$ cat config.mk
export PLATFORM = sky130hd
export DESIGN_NAME = spi_engine
export DESIGN_NICKNAME = d
export VERILOG_FILES = /design/src/pkg/spi_engine_pkg.sv /design/src/hw/pin_sync.sv /design/src/hw/spi_engine.sv
export VERILOG_INCLUDE_DIRS = /design/src /design/src/pkg
export SDC_FILE = /design/constraint.sdc
export NUM_CORES = 1
export LEC_CHECK = 0
export BUFFER_PORTS_ARGS = -buffer_cell sky130_fd_sc_hd__clkbuf_2
export CAP_MARGIN = 40
export CORE_ASPECT_RATIO = 0.8
export CORE_MARGIN = 4
export CORE_UTILIZATION = 62
export CTS_BUF_LIST = sky130_fd_sc_hd__clkbuf_16
export DETAILED_ROUTE_END_ITERATION = 7
export PLACE_DENSITY = 0.86
export SYNTH_ARGS = -nofsm -noshare
export SYNTH_HDL_FRONTEND = slang
export SYNTH_SLANG_ARGS = --single-unit
$ cat constraint.sdc
create_clock -name clk -period 7.2 [get_ports clk]
set_clock_uncertainty 0.2 [all_clocks]
set_input_delay 0.36 -clock clk [delete_from_list [all_inputs] [get_ports clk]]
set_output_delay 0.36 -clock clk [all_outputs]
set_load 0.05 [all_outputs]
$ cat src/pkg/spi_engine_params.svh
`ifndef SPI_ENGINE_PARAMS_SVH
`define SPI_ENGINE_PARAMS_SVH
// Control header bit positions
`define HDR_DNC_BIT 31
`define HDR_BAD_BIT 30
`define HDR_WRITE_BIT 29
`define HDR_NOINC_BIT 28
`define HDR_MMS_MSB 27
`define HDR_MMS_LSB 24
`define HDR_ADDR_MSB 23
`define HDR_ADDR_LSB 8
`define HDR_COUNT_MSB 7
`define HDR_COUNT_LSB 1
// Data header / footer bit positions
`define DH_VALID_BIT 21
`define DH_START_BIT 20
`define DH_END_BIT 14
`define FT_EXST_BIT 31
`define FT_VALID_BIT 21
`define FT_START_BIT 20
`define FT_END_BIT 14
`define FT_DROP_BIT 13
`define FT_OFFSET_MSB 12
`define FT_OFFSET_LSB 7
`define FT_CREDIT_MSB 5
`define FT_CREDIT_LSB 1
// Fixed answer after a bad header
`define ERR_WORD 32'h4000_0000
`define WORD_BITS 32
`endif

$ cat src/pkg/spi_engine_pkg.sv
package spi_engine_pkg;
    typedef enum logic [2:0] {
        ST_HDR = 3'b000,
        ST_WRITE = 3'b001,
        ST_READ = 3'b010,
        ST_CHUNK = 3'b011,
        ST_ERROR = 3'b100
    } phase_e;
    typedef logic [31:0] word_t;
endpackage

$ cat src/hw/pin_sync.sv
`timescale 1ns/1ps
// Three-stage synchroniser; change counts once stages two and three agree
module pin_sync (
    input wire logic clk,
    input wire logic rst,
    input wire logic ce,
    input wire logic pin,
    output logic level
);
    logic s1_q;
    logic s2_q;
    logic s3_q;

    // Stage one only feeds stage two
    always_ff @(posedge clk) begin
        if (rst) begin
            s1_q <= 1'b0;
            s2_q <= 1'b0;
            s3_q <= 1'b0;
            level <= 1'b0;
        end else if (ce) begin
            s1_q <= pin;
            s2_q <= s1_q;
            s3_q <= s2_q;
            if (s2_q == s3_q) begin
                level <= s3_q;
            end
        end
    end
endmodule // pin_sync

$ cat src/hw/spi_engine.sv
`timescale 1ns/1ps
`include "spi_engine_params.svh"
module spi_engine #(
    parameter int CHUNK_WORDS = 16
) (
    input wire logic clk,
    input wire logic rst,
    input wire logic ce,
    // SPI pins, asynchronous to clk
    input wire logic cs_n_pin,
    input wire logic sclk_pin,
    input wire logic mosi_pin,
    output logic miso,
    // Register port
    output logic reg_we,
    output logic reg_re,
    output logic [3:0] reg_map,
    output logic [15:0] reg_addr,
    output logic [31:0] reg_wdata,
    input wire logic [31:0] reg_rdata,
    // Transmit / receive side
    input wire logic cut_through,
    input wire logic protect_en,
    input wire logic [4:0] tx_credit,
    input wire logic tx_underrun_evt,
    input wire logic rx_overflow_evt,
    input wire logic rx_active,
    output logic tx_frame_drop,
    output logic tx_bad_crc,
    output logic rx_terminate,
    output logic rx_drop_host,
    // Status, cleared by writing one
    input wire logic [6:0] status_clr,
    output logic hdr_err,
    output logic tx_proto_err,
    output logic tx_overflow,
    output logic tx_underrun,
    output logic framing_loss_error,
    output logic control_protection_error,
    output logic rx_overflow
);
    ////////////////////////////////////////////////////////////////////
    logic cs_n_s;
    logic cs_sel_s;
    logic sclk_s;
    logic mosi_s;
    logic sclk_prev_q;
    logic cs_prev_q;

    // Select synced active high so reset reads as deselected, no false edge
    pin_sync u_cs (.clk(clk), .rst(rst), .ce(ce), .pin(~cs_n_pin), .level(cs_sel_s));
    assign cs_n_s = !cs_sel_s;
    pin_sync u_sck (.clk(clk), .rst(rst), .ce(ce), .pin(sclk_pin), .level(sclk_s));
    pin_sync u_mosi (.clk(clk), .rst(rst), .ce(ce), .pin(mosi_pin), .level(mosi_s));

    // Edge detectors work on the filtered levels only
    always_ff @(posedge clk) begin
        if (rst) begin
            sclk_prev_q <= 1'b0;
            cs_prev_q <= 1'b1;
        end else if (ce) begin
            sclk_prev_q <= sclk_s;
            cs_prev_q <= cs_n_s;
        end
    end

    logic rise;
    logic fall;
    logic cs_rise;
    logic cs_fall;
    assign rise = !cs_n_s && sclk_s && !sclk_prev_q;
    assign fall = !cs_n_s && !sclk_s && sclk_prev_q;
    assign cs_rise = cs_n_s && !cs_prev_q;
    assign cs_fall = !cs_n_s && cs_prev_q;

    ////////////////////////////////////////////////////////////////////
    logic [31:0] sh_in_q;
    logic [31:0] sh_out_q;
    logic [4:0] bit_q;
    logic word_done;
    logic [31:0] word_in;
    assign word_done = rise && (bit_q == 5'd31);
    assign word_in = {sh_in_q[30:0], mosi_s};

    spi_engine_pkg::phase_e phase_q;
    logic [6:0] left_q;
    logic noinc_q;
    logic in_frame_q;
    logic skip_q;
    logic footer_flag_q;
    logic [5:0] chunk_cnt_q;
    logic [31:0] next_out;
    logic parity_ok;
    logic [31:0] footer;

    // Odd parity over the whole word
    assign parity_ok = ^word_in;
    assign footer = footer_flag_q
        ? ((32'h1 << `FT_VALID_BIT) | (32'h1 << `FT_END_BIT) | (32'h1 << `FT_DROP_BIT))
        : ({27'h0, tx_credit} << `FT_CREDIT_LSB);

    // Input shifter and bit counter
    always_ff @(posedge clk) begin
        if (rst) begin
            sh_in_q <= 32'h0;
            bit_q <= 5'd0;
        end else if (ce) begin
            if (cs_fall) begin
                sh_in_q <= 32'h0;
                bit_q <= 5'd0;
            end else if (rise) begin
                sh_in_q <= word_in;
                bit_q <= bit_q + 5'd1;
            end
        end
    end

    // Output shifter: MSB first, changes on falling edge
    always_ff @(posedge clk) begin
        if (rst) begin
            sh_out_q <= 32'h0;
            miso <= 1'b0;
        end else if (ce) begin
            if (cs_fall) begin
                sh_out_q <= 32'h0;
                miso <= 1'b0;
            end else if (word_done) begin
                sh_out_q <= next_out;
            end else if (fall) begin
                miso <= sh_out_q[31];
                sh_out_q <= {sh_out_q[30:0], 1'b0};
            end
        end
    end

    // Next outgoing word chosen per phase
    always_comb begin
        next_out = 32'h0;
        if (phase_q == spi_engine_pkg::ST_ERROR
            || (phase_q == spi_engine_pkg::ST_HDR && !parity_ok)) begin
            next_out = `ERR_WORD;
        end else if (phase_q == spi_engine_pkg::ST_HDR && !word_in[`HDR_DNC_BIT]) begin
            // Address is not loaded yet, so a control header with good parity is echoed
            next_out = word_in;
        end else if (phase_q == spi_engine_pkg::ST_WRITE) begin
            next_out = word_in;
        end else if (phase_q == spi_engine_pkg::ST_READ) begin
            next_out = reg_rdata;
        end else if (phase_q == spi_engine_pkg::ST_CHUNK && chunk_cnt_q == 6'd2) begin
            // One word early, so the footer fills the last chunk slot
            next_out = footer;
        end else if (phase_q == spi_engine_pkg::ST_HDR && CHUNK_WORDS == 1) begin
            next_out = footer;
        end
    end

    ////////////////////////////////////////////////////////////////////
    // Command sequencer
    always_ff @(posedge clk) begin
        if (rst) begin
            phase_q <= spi_engine_pkg::ST_HDR;
            left_q <= 7'h0;
            noinc_q <= 1'b0;
            reg_map <= 4'h0;
            reg_addr <= 16'h0;
            chunk_cnt_q <= 6'h0;
        end else if (ce) begin
            // Step after each write strobe, so the strobe shows its own address
            if (reg_we) begin
                reg_addr <= reg_addr + 16'h1;
            end
            if (cs_n_s) begin
                phase_q <= spi_engine_pkg::ST_HDR;
            end else if (word_done) begin
                case (phase_q)
                    spi_engine_pkg::ST_HDR: begin
                        if (!parity_ok) begin
                            phase_q <= spi_engine_pkg::ST_ERROR;
                        end else if (!word_in[`HDR_DNC_BIT]) begin
                            reg_map <= word_in[`HDR_MMS_MSB:`HDR_MMS_LSB];
                            reg_addr <= word_in[`HDR_ADDR_MSB:`HDR_ADDR_LSB];
                            noinc_q <= word_in[`HDR_NOINC_BIT];
                            left_q <= word_in[`HDR_COUNT_MSB:`HDR_COUNT_LSB];
                            phase_q <= word_in[`HDR_WRITE_BIT] ? spi_engine_pkg::ST_WRITE
                                : spi_engine_pkg::ST_READ;
                        end else begin
                            chunk_cnt_q <= 6'(CHUNK_WORDS);
                            phase_q <= spi_engine_pkg::ST_CHUNK;
                        end
                    end
                    spi_engine_pkg::ST_WRITE: begin
                        // One extra word past the count is the discarded trailer
                        if (left_q == 7'h7f) begin
                            phase_q <= spi_engine_pkg::ST_HDR;
                        end else begin
                            left_q <= left_q - 7'h1;
                        end
                    end
                    spi_engine_pkg::ST_READ: begin
                        if (left_q == 7'h7f) begin
                            phase_q <= spi_engine_pkg::ST_HDR;
                        end else begin
                            left_q <= left_q - 7'h1;
                            if (!noinc_q) begin
                                reg_addr <= reg_addr + 16'h1;
                            end
                        end
                    end
                    spi_engine_pkg::ST_CHUNK: begin
                        if (chunk_cnt_q == 6'd1) begin
                            phase_q <= spi_engine_pkg::ST_HDR;
                        end
                        chunk_cnt_q <= chunk_cnt_q - 6'd1;
                    end
                    spi_engine_pkg::ST_ERROR: phase_q <= spi_engine_pkg::ST_ERROR;
                    default: phase_q <= spi_engine_pkg::ST_HDR;
                endcase
            end
        end
    end

    // Register strobes; only words before the trailer are applied
    always_ff @(posedge clk) begin
        if (rst) begin
            reg_we <= 1'b0;
            reg_re <= 1'b0;
            reg_wdata <= 32'h0;
        end else if (ce) begin
            reg_we <= word_done && phase_q == spi_engine_pkg::ST_WRITE && left_q != 7'h7f
                && !(protect_en && !parity_ok);
            // One strobe per word read, in step with the address it reads
            reg_re <= word_done && ((phase_q == spi_engine_pkg::ST_HDR && parity_ok
                && !word_in[`HDR_DNC_BIT] && !word_in[`HDR_WRITE_BIT])
                || (phase_q == spi_engine_pkg::ST_READ && left_q != 7'h0
                && left_q != 7'h7f));
            if (word_done) begin
                reg_wdata <= word_in;
            end
        end
    end

    ////////////////////////////////////////////////////////////////////
    // Transmit frame tracking from data headers
    logic dh_taken;
    logic dh_start;
    logic dh_end;
    logic dh_valid;
    logic proto_evt;
    logic ovf_evt;
    logic loss_evt;
    logic hdrerr_tx;
    assign dh_taken = word_done && phase_q == spi_engine_pkg::ST_HDR && parity_ok
        && word_in[`HDR_DNC_BIT];
    assign dh_valid = word_in[`DH_VALID_BIT];
    assign dh_start = word_in[`DH_START_BIT];
    assign dh_end = word_in[`DH_END_BIT];
    assign ovf_evt = dh_taken && dh_valid && tx_credit == 5'h0;
    assign proto_evt = dh_taken && dh_valid && !ovf_evt && !skip_q
        && ((!in_frame_q && !dh_start) || (in_frame_q && dh_start));
    assign hdrerr_tx = word_done && phase_q == spi_engine_pkg::ST_HDR && !parity_ok
        && word_in[`HDR_DNC_BIT];
    // An aborted command is already over, so its deselect on a word boundary is no framing loss
    assign loss_evt = cs_rise && (bit_q != 5'd0 || (phase_q != spi_engine_pkg::ST_HDR
        && phase_q != spi_engine_pkg::ST_ERROR));

    always_ff @(posedge clk) begin
        if (rst) begin
            in_frame_q <= 1'b0;
            skip_q <= 1'b0;
            footer_flag_q <= 1'b0;
            tx_frame_drop <= 1'b0;
            tx_bad_crc <= 1'b0;
            rx_terminate <= 1'b0;
            rx_drop_host <= 1'b0;
        end else if (ce) begin
            tx_frame_drop <= 1'b0;
            tx_bad_crc <= 1'b0;
            rx_terminate <= 1'b0;
            rx_drop_host <= 1'b0;
            if (hdrerr_tx) begin
                in_frame_q <= 1'b0;
                tx_frame_drop <= in_frame_q;
                tx_bad_crc <= in_frame_q && cut_through;
                footer_flag_q <= 1'b1;
            end else if (loss_evt) begin
                in_frame_q <= 1'b0;
                tx_frame_drop <= in_frame_q;
                rx_terminate <= rx_active;
            end else if (ovf_evt) begin
                in_frame_q <= 1'b0;
                tx_frame_drop <= 1'b1;
            end else if (tx_underrun_evt && cut_through) begin
                in_frame_q <= 1'b0;
                skip_q <= 1'b1;
                tx_bad_crc <= 1'b1;
            end else if (dh_taken && dh_valid) begin
                if (skip_q) begin
                    skip_q <= !dh_end;
                end else begin
                    tx_frame_drop <= in_frame_q && dh_start;
                    in_frame_q <= (in_frame_q || dh_start) && !dh_end;
                end
            end
            if (rx_overflow_evt) begin
                rx_terminate <= 1'b1;
                rx_drop_host <= 1'b1;
            end
            // Footer flag lasts until the first footer of the next select
            if (phase_q == spi_engine_pkg::ST_CHUNK && word_done && chunk_cnt_q == 6'd1
                && footer_flag_q && !hdrerr_tx) begin
                footer_flag_q <= 1'b0;
            end
        end
    end

    ////////////////////////////////////////////////////////////////////
    // Sticky status, set beats clear
    logic [6:0] set_v;
    logic [6:0] stat_q;
    assign set_v = {rx_overflow_evt,
                    word_done && phase_q == spi_engine_pkg::ST_WRITE && protect_en
                        && !parity_ok,
                    loss_evt || (word_done && phase_q == spi_engine_pkg::ST_WRITE
                        && protect_en && !parity_ok),
                    tx_underrun_evt && cut_through,
                    ovf_evt,
                    proto_evt,
                    word_done && phase_q == spi_engine_pkg::ST_HDR && !parity_ok};

    always_ff @(posedge clk) begin
        if (rst) begin
            stat_q <= 7'h0;
        end else if (ce) begin
            stat_q <= set_v | (stat_q & ~status_clr);
        end
    end

    assign hdr_err = stat_q[0];
    assign tx_proto_err = stat_q[1];
    assign tx_overflow = stat_q[2];
    assign tx_underrun = stat_q[3];
    assign framing_loss_error = stat_q[4];
    assign control_protection_error = stat_q[5];
    assign rx_overflow = stat_q[6];
endmodule // spi_engine

; After elaboration in Yosys (flattened, before gate mapping)
; Cells that the tools add are included.
[word_totals]
register_bits = 168
inputBits = 55
elab_cells = 225
out_inout_bits = 66
[classes]
reduce_logical = 92
muxes = 64
bitwise = 8
add_sub_neg = 4
eq_ne = 22
[op_table]
columns = op, n
row1 = $mux 32, 7
row2 = $mux 16, 7
row3 = $mux 31, 2
row4 = $mux 22, 2
row5 = $logic_and 1x1->1, 43
row6 = $pmux 16 s2, 1
row7 = $reduce_xor 32->1, 1
row8 = $mux 1, 28
row9 = $mux 7, 3
row10 = $add 16x1->16 const B, 1
row11 = $mux 3, 5
row12 = $logic_not 1->1, 14
row13 = $pmux 7 s2, 1
row14 = $reduce_and 2->1, 7
row15 = $mux 6, 2
row16 = $ne 2x2->1 const B, 6
row17 = $pmux 3 s4, 1
row18 = $pmux 6 s2, 1
row19 = $reduce_and 6->1, 2
row20 = $reduce_bool 2->1, 6
row21 = $mux 5, 2
row22 = $reduce_bool 5->1, 2
row23 = $ne 3x3->1 const B, 3
row24 = $and 7x7->7, 1
row25 = other kinds (27), 42

; Depth between registers and ports, before layout
; Gate-level depths: netlist (run 1).
[logic_depth]
depth_word = 13
ltp_mapped = 11
depth_no_buf = 10

; By module
; A second synthesis (run 1) with hierarchy kept.
[unflattened]
hier_cells = 1041
area_unflattened_um2 = 8393.0
[by_module_without_submodules]
columns = module, area_per_inst_um2, seq_area_each_um2, cells_each, instances
row1 = spi_engine, 7878.8, 3123.0, 993, 1
row2 = pin_sync, 171.4, 80.1, 16, 3

; Worst setup path before layout (run 1)
; Ideal clock, no wire load.
[synth_path]
path_type = register to register
startpoint = reg reg_addr[2]
endpoint = reg reg_addr[15]
synth_period_minus_slack_ns = 2.757
setup_ns = 0.086
path_buffers = 1
setup_slack_ns = 4.443
t_arrival_ns = 2.472
stages_incl_launch_ff = 9
cell_sequence = dfxtp_1 -> clkbuf_1 -> nand4_1 -> nor3_1 -> nand3_1 -> or3_1 -> a21oi_1 -> a221oi_1 -> a211oi_1
[synth_between]
elab_chain_cells = 7
elab_cells_between_ends = 9
cone_classes = add/sub (1) / mux (8)
[synth_lines]
columns = item, line
row1 = from (decl), spi_engine.sv:18  ; output logic [15:0] reg_addr,
row2 = from (signal assigned), spi_engine.sv:170  ; reg_addr <= reg_addr + 16'h1;
row3 = from (signal assigned), spi_engine.sv:181  ; reg_addr <= word_in[`HDR_ADDR_MSB:`HDR_ADDR_LSB];
row4 = from (signal assigned), spi_engine.sv:205  ; reg_addr <= reg_addr + 16'h1;
row5 = $add 16x1->16 (*), "spi_engine.sv:170, spi_engine.sv:205"
row6 = $mux 16, spi_engine.sv:169  ; if (reg_we) begin
row7 = $mux 16 (on tied branches), "spi_engine.sv:204, spi_engine.sv:179"
row8 = $mux 16 (on tied branches), "spi_engine.sv:200, spi_engine.sv:177"
row9 = $pmux 16 s2, spi_engine.sv:175  ; case (phase_q)
row10 = $mux 16, spi_engine.sv:174  ; end else if (word_done) begin
row11 = $mux 16 (*), spi_engine.sv:172  ; if (cs_n_s) begin
; Mark *: on every way between the ends. The rest lies on a longest branch, timed or not.
; A chain may end at the register's enable or synchronous reset.

; Worst setup path in the final report (run 1)
[layout_path]
startpoint = reg bit_q[0]
endpoint = reg reg_addr[12]
[layout_between]
elab_chain_cells = 4
[layout_lines]
columns = item, line
row1 = from (decl), spi_engine.sv:79  ; logic [4:0] bit_q;
row2 = from (signal assigned), spi_engine.sv:113  ; bit_q <= bit_q + 5'd1;
row3 = $eq 5x5->1, spi_engine.sv:82  ; assign word_done = rise && (bit_q == 5'd31);
row4 = $logic_and 1x1->1, spi_engine.sv:82
row5 = $mux 16, spi_engine.sv:174
row6 = $mux 16, spi_engine.sv:172
; Every way passes these cells.

==> reports/qor.csv, run 1 <==
metric,value,unit
arrival,4.05,ns
grt_pass1_wl,38.9,mm
max_freq,0.256,GHz
seq_area_frac_synth,0.410,
fin_hold_ws,0.000986,ns
cp_max_fo,23,
start_util,0.636,
maxSlewHeadroom,0.344,
min_period,3.90,ns
synth_cell_types,58,
antenna_found_initial,0,
overflow,0,
rsz0062_at_grt,false,
ys.flop_type,dfxtp_1,
syn_to_final_growth,15.7,%
worstPathRequired,7.35,ns
tightestPinTransition,0.981,ns
antenna_cells,0,
powerDensity,198,nW/µm²
syn_nets,1121,
crit_path_end_kind,flip-flop,
die_h,111,µm
clk_pin_slew,0.07,ns
clock_tree.htree_level_count,4,
synth.avg_cell_area,7.79,µm²
fin_crit_sh,0.542,
ys_warn_count,0,
status,"finished, final reports clean",
drive_gt1_frac,0.150,
cts_resized,0,
cts_buffer_depth,2,
dp_hpwl,16.2,mm
numCtsBuffers,17,
cts-root-buf,clkbuf_16,
routedWlPerCell,18.5,µm
die_x,137,µm
leakage,3.49,nW
ant_nets,0,
core_area,12900,µm²
synth_cells,1054,
vdd_ir_drop_max,169,µV
cts_tree,done,
synth_area,8210,µm²
grt_start_max_net_pins,50,
cts_num_sinks,168,
grt_util_all_layers,0.316,
place_congestion,0.949,
firstDrtPassIters,6,
grt_pass1_vias,7847,
rows,37,
num_vias,8512,
worst-setup-path-type,reg -> reg,
drt_iter0_markers,1018,
hp-class,in -> reg,
die_area,15200,µm²
synth_edf_count,0,
setup_viol,0,
drt-total-wl,24.5,mm
async_flop_share,0,
viasPerCell,6.42,
slew_viol_final,0,
clk_latency,0.43,ns
hold_violations,0,
postCtsSetupBuffers,0,
io_pins,121,
fin_setup_tns,0,ns
port_buffers,120,
finalNetCount,1205,
crit_path_start_kind,flip-flop,
cap_violations,0,
ys_ff_latch,168,
p_total,1.88,mW
cts_hold_buf,5,
remaining_drc_errors,0,
## state kept, by name (all words and copies together), names as in the netlist, 3 cells and up
register     count
reg_wdata       32
sh_out_q        32
sh_in_q         31
reg_addr        16
left_q           7
stat_q           7
chunk_cnt_q      6
bit_q            5
reg_map          4
phase_q          3
## synth_stat cells (21+ instances only)
cell,instances,area share
a21oi_1,111,0.068
a22oi_1,50,0.046
clkbuf_1,55,0.025
dfxtp_1,168,0.41
nand2_1,163,0.075
nand3_1,25,0.015
nor2_1,120,0.055
o21ai_0,57,0.035
o21ai_1,21,0.013
o22ai_1,31,0.024
xnor2_1,34,0.036
xor2_1,25,0.027
## worst paths after layout
kind                                     from             to  slack [ns]  cells after the start
worst min register to register  reg_wdata[17]  reg_wdata[17]        0.25                      2
worst max-delay path                 bit_q[0]   reg_addr[12]        3.30                      9
worst min-delay path            status_clr[6]      stat_q[6]       0.001                      4
worst max register to register       bit_q[0]   reg_addr[12]        3.30                      9
## cells in the final DEF (no fill, tap or decap), types with 14 or more instances in the layout
cell       instances
o22ai_1           31
clkbuf_16         17
a21oi_1          111
nor2_1           118
a22oi_1           50
mux2i_1           16
nand2_1          163
nand3_1           25
clkbuf_2         119
nor3_1            19
inv_1             14
xor2_1            25
o21ai_1           20
xnor2_1           34
o21ai_0           57
dfxtp_1          168
## per-layer routing
layer,track usage,wire length (µm),part of all wire
met2,0.479,11100,0.45
met5,0,0,0
met3,0.0717,2590,0.11
met1,0.422,9810,0.40
met4,0.152,991,0.040
## cell type report
cell class | count | area, µm²
Multi-Input combinational cell | 798 | 4530
Sequential cell | 168 | 3360
Clock buffer | 17 | 425
Tap cell | 175 | 219
Fill cell | 988 | 3420
Inverter | 14 | 52.6
Timing Repair Buffer | 139 | 783
Clock inverter | 15 | 124
## worst max-delay path, stage by stage, from the launching register on
cell      delay, ns
dfxtp_1        0.40
ha_1           0.19
and3_1         0.17
ha_1           0.21
nand3_1        0.70
nor3_1         0.66
nand2b_1       0.25
nor4_1         0.75
nor2_1         0.10
o21ai_0        0.19
## power breakdown
part           internal [mW]  switching (mW)  total [mW]
clock network          0.446           0.401       0.847
logic                 0.0292          0.0606      0.0897
registers              0.936         0.00802       0.944
## through the flow
stage / cells / util / worst slack [ns] / instance area, µm²
3_3_place_gp: 1287 / 0.685 / 3.62 / 8850
4_1_cts: 1326 / 0.735 / 3.44 / 9500
6_report: 1326 / 0.735 / 3.30 / 9500
5_1_grt: 1326 / 0.735 / 2.99 / 9500
2_1_floorplan: 1054 / - / 4.44 / 8210
3_5_place_dp: 1289 / 0.689 / 3.46 / 8900
## logic make-up after synthesis
kind of cell	share of synthesized area
fa+ha+maj	0.0183
flops	0.410
compound gates	0.244
xor+xnor	0.0629
simple gates	0.203
mux	0.0195
buf+inv	0.0421
Power figures use the tool's default switching activity.
==> run 2, diff against run 1 <==
--- a/config.mk
+++ b/config.mk
@@ -10,10 +10,10 @@
 export CAP_MARGIN = 40
 export CORE_ASPECT_RATIO = 0.8
 export CORE_MARGIN = 4
-export CORE_UTILIZATION = 62
+export CORE_UTILIZATION = 57
 export CTS_BUF_LIST = sky130_fd_sc_hd__clkbuf_16
 export DETAILED_ROUTE_END_ITERATION = 7
-export PLACE_DENSITY = 0.86
+export PLACE_DENSITY = 0.8
 export SYNTH_ARGS = -nofsm -noshare
 export SYNTH_HDL_FRONTEND = slang
 export SYNTH_SLANG_ARGS = --single-unit
==> constraint.sdc (replaced) <==
create_clock -name clk -period 3.6 [get_ports clk]
set_clock_uncertainty 0.2 [all_clocks]
set_input_delay 0.18 -clock clk [delete_from_list [all_inputs] [get_ports clk]]
set_output_delay 0.18 -clock clk [all_outputs]
set_load 0.05 [all_outputs]
==> reports/qor.csv, run 2 (synthesis results as in run 1) <==
metric,value,unit,change
status,"finished, final reports clean",,unchanged
routedWlPerCell,19.0,µm,was 18.5 µm
worstPathRequired,3.77,ns,was 7.35 ns
maxSlewHeadroom,0.390,,was 0.344
r2r-start,sh_in_q[28],,was bit_q[0]
grt_pass1_vias,7961,,"was 7,847"
arrival,3.59,ns,was 4.05 ns
cts_buffer_depth,2,,unchanged
overflow,0,,unchanged
min_period,3.41,ns,was 3.90 ns
clock_tree.htree_level_count,4,,unchanged
cts_num_sinks,168,,unchanged
critical_path.startpoint,sh_in_q[28],,was bit_q[0]
place_congestion,0.954,,was 0.949
fin_hold_ws,0.00117,ns,was 0.000986 ns
viasPerCell,6.28,,was 6.42
fin_crit_sh,0.948,,was 0.542
start_util,0.593,,was 0.636
final_cell_mix,"168 x dfxtp_1, 163 x nand2_1, 119 x clkbuf_2",,unchanged
dp_hpwl,18.0,mm,was 16.2 mm
layout_commonest_cell,dfxtp_1,,unchanged
hold_violations,0,,unchanged
firstDrtPassIters,6,,unchanged
num_vias,8725,,"was 8,512"
vdd_ir_drop_max,361,µV,was 169 µV
p_total,4.02,mW,was 1.88 mW
slew_viol_final,0,,unchanged
port_buffers,120,,unchanged
cp-endpoint,stat_q[5],,was reg_addr[12]
r2r_setup_slack,0.19,ns,was 3.30 ns
ant_nets,0,,unchanged
crit_path_start_kind,flip-flop,,unchanged
grt_start_max_net_pins,56,,was 50
worst-setup-path-type,reg -> reg,,unchanged
numCtsBuffers,17,,unchanged
die_h,115,µm,was 111 µm
cap_violations,0,,unchanged
antenna_cells,0,,unchanged
crit_path_end_kind,flip-flop,,unchanged
clk_latency,0.43,ns,about the same
antenna_found_initial,0,,unchanged
drive_gt1_frac,0.165,,was 0.150
grt_pass1_wl,41.2,mm,was 38.9 mm
fin_setup_tns,0,ns,unchanged
max_freq,0.293,GHz,was 0.256 GHz
clk_pin_slew,0.07,ns,about the same
setup_viol,0,,unchanged
pre_cts_slack,0.525,ns,was 3.46 ns
core_area,13800,µm²,"was 12,900 µm²"
grt_util_all_layers,0.315,,was 0.316
finalNetCount,1264,,"was 1,205"
nFillCells,1110,,was 988
cp_max_fo,7,,was 23
remaining_drc_errors,0,,unchanged
syn_to_final_growth,22.8,%,was 15.7%
leakage,3.80,nW,was 3.49 nW
die_x,142,µm,was 137 µm
drt-total-wl,26.3,mm,was 24.5 mm
reg_top3,"reg_wdata: 32 flops, sh_out_q: 32 flops, sh_in_q: 31 flops",,unchanged
drt_iter0_markers,1319,,"was 1,018"
die_area,16400,µm²,"was 15,200 µm²"
rows,38,,was 37
dpl_cell_area,9030,µm²,was 8900 µm²
io_pins,121,,unchanged
powerDensity,399,nW/µm²,was 198 nW/µm²
worstReg2RegEnd,stat_q[5],,was reg_addr[12]
final_area,10100,µm²,was 9500 µm²
rsz0062_at_grt,false,,unchanged
tightestPinTransition,0.906,ns,was 0.981 ns
reg2reg_depth,10,,was 9
cts-root-buf,clkbuf_16,,unchanged
hp-class,in -> reg,,unchanged
cts_tree,done,,unchanged
fin_ws,0.186,ns,was 3.30 ns
==> run 2: what timing repair did <==
item	4_1_cts	5_1_grt
hold endpoints to repair	37	0
setup buffers	0	4
hold buffers	39	0
endpoints found under the setup margin	0	1
gates resized for setup	0	1
==> run 2: where the power goes <==
group | switching, mW | total [mW] | internal (mW)
registers | 0.0161 | 1.89 | 1.87
clock network | 0.805 | 1.91 | 1.11
logic | 0.136 | 0.221 | 0.0855
total | 0.957 | 4.02 | 3.07
==> run 2: worst min-delay path by stage <==
stage	startpoint	endpoint	slack, ns	depth (start not counted)
2_1_floorplan	cs_n_pin	u_cs.s1_q	0.08	1
3_3_place_gp	cs_n_pin	u_cs.s1_q	0.17	2
3_5_place_dp	cs_n_pin	u_cs.s1_q	0.17	2
4_1_cts	reg_rdata[3]	sh_out_q[3]	0.001	5
5_1_grt	reg_rdata[1]	sh_out_q[1]	0.05	5
6_report	reg_rdata[1]	sh_out_q[1]	0.001	5
==> run 2: worst max-delay path: stages (launching register included) <==
cell and delay, ns:
dfxtp_1 0.45, xor2_1 0.25, xnor2_1 0.18, xnor2_1 0.13
xnor2_1 0.38, xor2_2 0.34, buf_4 0.20, nand2_1 0.06
or4_1 0.44, a21oi_1 0.16, dlygate4sd3_1 0.56
==> run 2: metrics by stage <==
| stage | util | std cells |
|---|---|---|
| 2_1_floorplan | - | 1054 |
| 3_3_place_gp | 0.652 | 1313 |
| 3_5_place_dp | 0.653 | 1314 |
| 4_1_cts | 0.725 | 1384 |
| 5_1_grt | 0.729 | 1389 |
| 6_report | 0.729 | 1389 |
==> run 2: area by class of cell <==
| cell class | count | area [µm²] | share of cell area |
|---|---|---|---|
| Clock inverter | 14 | 189 | 0.0187 |
| Sequential cell | 168 | 3360 | 0.334 |
| Tap cell | 180 | 225 | 0.0223 |
| Timing Repair Buffer | 198 | 1290 | 0.128 |
| Multi-Input combinational cell | 798 | 4540 | 0.450 |
| Clock buffer | 17 | 425 | 0.0422 |
| Inverter | 14 | 52.6 | 0.00521 |
==> run 2: metal layers <==
layer,global-route usage,part of all wire,vias up,wire (µm)
met5,0,0,-,0
met4,0.137,0.042,0,1110
met3,0.0582,0.11,92,2870
met2,0.489,0.45,570,11800
met1,0.430,0.40,4026,10500
li1,-,-,4037,-
==> run 3, diff against run 2 <==
--- a/config.mk
+++ b/config.mk
@@ -9,11 +9,11 @@
 export BUFFER_PORTS_ARGS = -buffer_cell sky130_fd_sc_hd__clkbuf_2
 export CAP_MARGIN = 40
 export CORE_ASPECT_RATIO = 0.8
-export CORE_MARGIN = 4
-export CORE_UTILIZATION = 57
+export CORE_MARGIN = 2
+export CORE_UTILIZATION = 62
 export CTS_BUF_LIST = sky130_fd_sc_hd__clkbuf_16
 export DETAILED_ROUTE_END_ITERATION = 7
-export PLACE_DENSITY = 0.8
+export PLACE_DENSITY = 0.86
 export SYNTH_ARGS = -nofsm -noshare
 export SYNTH_HDL_FRONTEND = slang
 export SYNTH_SLANG_ARGS = --single-unit
==> constraint.sdc (replaced) <==
create_clock -name clk -period 4.3 [get_ports clk]
set_clock_uncertainty 0.2 [all_clocks]
set_input_delay 0.215 -clock clk [delete_from_list [all_inputs] [get_ports clk]]
set_output_delay 0.215 -clock clk [all_outputs]
set_load 0.05 [all_outputs]
==> reports/qor.csv, run 3 (synthesis results as in run 1) <==
metric,value,unit,change
antenna_found_initial,0,,unchanged
crit_path_end_kind,flip-flop,,unchanged
arrival,3.64,ns,was 3.59 ns
swShare,0.244,,was 0.238
grt_util_all_layers,0.359,,was 0.315
pre_cts_slack,0.900,ns,was 0.525 ns
die_h,107,µm,was 115 µm
cts_buffer_depth,2,,unchanged
hp-class,in -> reg,,unchanged
place_congestion,0.942,,was 0.954
die_x,133,µm,was 142 µm
final_cell_mix,"168 x dfxtp_1, 163 x nand2_1, 119 x clkbuf_2",,unchanged
worstPathRequired,4.46,ns,was 3.77 ns
pwr-share-clk,0.437,,was 0.476
nFillCells,933,,"was 1,110"
fin_ws,0.819,ns,was 0.186 ns
clk_latency,0.44,ns,was 0.43 ns
port_buffers,120,,unchanged
antenna_cells,0,,unchanged
grt_start_max_net_pins,69,,was 56
cap_violations,0,,unchanged
cp_max_fo,21,,was 7
syn_to_final_growth,19.9,%,was 22.8%
viasPerCell,6.36,,was 6.28
start_util,0.636,,was 0.593
overflow,0,,unchanged
reg_top3,"reg_wdata: 32 flops, sh_out_q: 32 flops, sh_in_q: 31 flops",,unchanged
drt-total-wl,25.2,mm,was 26.3 mm
vdd_ir_drop_max,343,µV,was 361 µV
drt_iter0_markers,1141,,"was 1,319"
grt_pass1_vias,8273,,"was 7,961"
rows,37,,was 38
cts-root-buf,clkbuf_16,,unchanged
cts_resized,0,,unchanged
finalNetCount,1246,,"was 1,264"
grt_pass1_wl,40.7,mm,was 41.2 mm
fin_crit_sh,0.810,,was 0.948
clk_pin_slew,0.07,ns,about the same
die_area,14200,µm²,"was 16,400 µm²"
cts_num_sinks,168,,unchanged
ant_nets,0,,unchanged
leakage,3.67,nW,was 3.80 nW
tightestPinTransition,0.926,ns,was 0.906 ns
powerDensity,318,nW/µm²,was 399 nW/µm²
core_area,12900,µm²,"was 13,800 µm²"
numCtsBuffers,17,,unchanged
fin_setup_tns,0,ns,unchanged
layout_commonest_cell,dfxtp_1,,unchanged
comb_power_share,0.058,,was 0.055
drive_gt1_frac,0.148,,was 0.165
min_period,3.48,ns,was 3.41 ns
setup_viol,0,,unchanged
postCtsSetupBuffers,0,,unchanged
remaining_drc_errors,0,,unchanged
cts_tree,done,,unchanged
p_int,2.36,mW,was 3.07 mW
seqPwrFrac,0.505,,was 0.469
dp_hpwl,16.2,mm,was 18.0 mm
firstDrtPassIters,6,,unchanged
maxSlewHeadroom,0.378,,was 0.390
io_pins,121,,unchanged
rsz0062_at_grt,false,,unchanged
max_freq,0.287,GHz,was 0.293 GHz
crit_path_start_kind,flip-flop,,unchanged
power.switching,764,µW,was 957 µW
clock_tree.htree_level_count,4,,unchanged
slew_viol_final,0,,unchanged
hold_violations,0,,unchanged
worst-setup-path-type,reg -> reg,,unchanged
num_vias,8693,,"was 8,725"
routedWlPerCell,18.4,µm,was 19.0 µm
status,"finished, final reports clean",,unchanged
-- run 3: changes by cell type in the layout (fill, tap and decap cells not counted), sizes merged --
cell / previous run / this run
buf: 40 / 22
inv: 19 / 15
bufinv: 3 / 0
clkinv: 5 / 12
clkinvlp: 1 / 2
-- run 3: layer usage --
metal | track usage | part of all wire
met1 | 0.458 | 0.40
met2 | 0.584 | 0.47
met3 | 0.0790 | 0.096
met4 | 0.167 | 0.033
met5 | 0 | 0
-- run 3: worst paths after layout --
path | endpoint | cells after the start | start | slack (ns)
max | sh_out_q[6] | 8 | sh_in_q[30] | 0.82
min | sh_out_q[2] | 5 | reg_rdata[2] | 0.03
max reg2reg | sh_out_q[6] | 8 | sh_in_q[30] | 0.82
min reg2reg | reg_wdata[15] | 2 | reg_wdata[15] | 0.25
-- run 3: worst max-delay path, cell delays in order (launching register included) --
cell     delay [ns]
dfxtp_1        0.72
xnor2_1        0.18
xnor2_1        0.22
xnor2_1        0.15
xnor2_1        0.12
xnor2_1        0.61
a21oi_1        0.22
or3_1          0.71
o21ai_0        0.27
-- run 3: metrics by stage --
step | std cells | instance area (µm²) | hold slack, ns | utilization | power, mW
2_1_floorplan | 1054 | 8210 | 0.114 | - | 1.70
3_3_place_gp | 1295 | 8910 | 0.201 | 0.690 | 1.76
3_5_place_dp | 1296 | 8940 | 0.204 | 0.692 | 1.76
4_1_cts | 1367 | 9850 | 0.0275 | 0.762 | 3.11
5_1_grt | 1367 | 9850 | 0.0586 | 0.762 | 3.21
6_report | 1367 | 9850 | 0.0271 | 0.762 | 3.13
-- run 3: layout make-up --
type,count,area [µm²],share of cell area
Multi-Input combinational cell,798,4530,0.460
Sequential cell,168,3360,0.342
Timing Repair Buffer,180,1170,0.119
Clock buffer,17,425,0.0432
Tap cell,175,219,0.0222
Clock inverter,15,88.8,0.00902
Inverter,14,52.6,0.00534
-- run 3: what timing repair did --
item | in CTS | in global routing
setup endpoints to repair | 0 | 0
hold buffers | 39 | 0
hold endpoints to repair | 37 | 0
-- run 3: power by group through the flow --
stage / Clock (mW) / Sequential [mW] / Combinational [mW]
final: 1.37 / 1.58 / 0.181
after CTS: 1.36 / 1.58 / 0.176
after floorplan: 0 / 1.64 / 0.0665
after detailed placement: 0 / 1.61 / 0.147
after global placement: 0 / 1.61 / 0.146
after global routing: 1.43 / 1.58 / 0.193
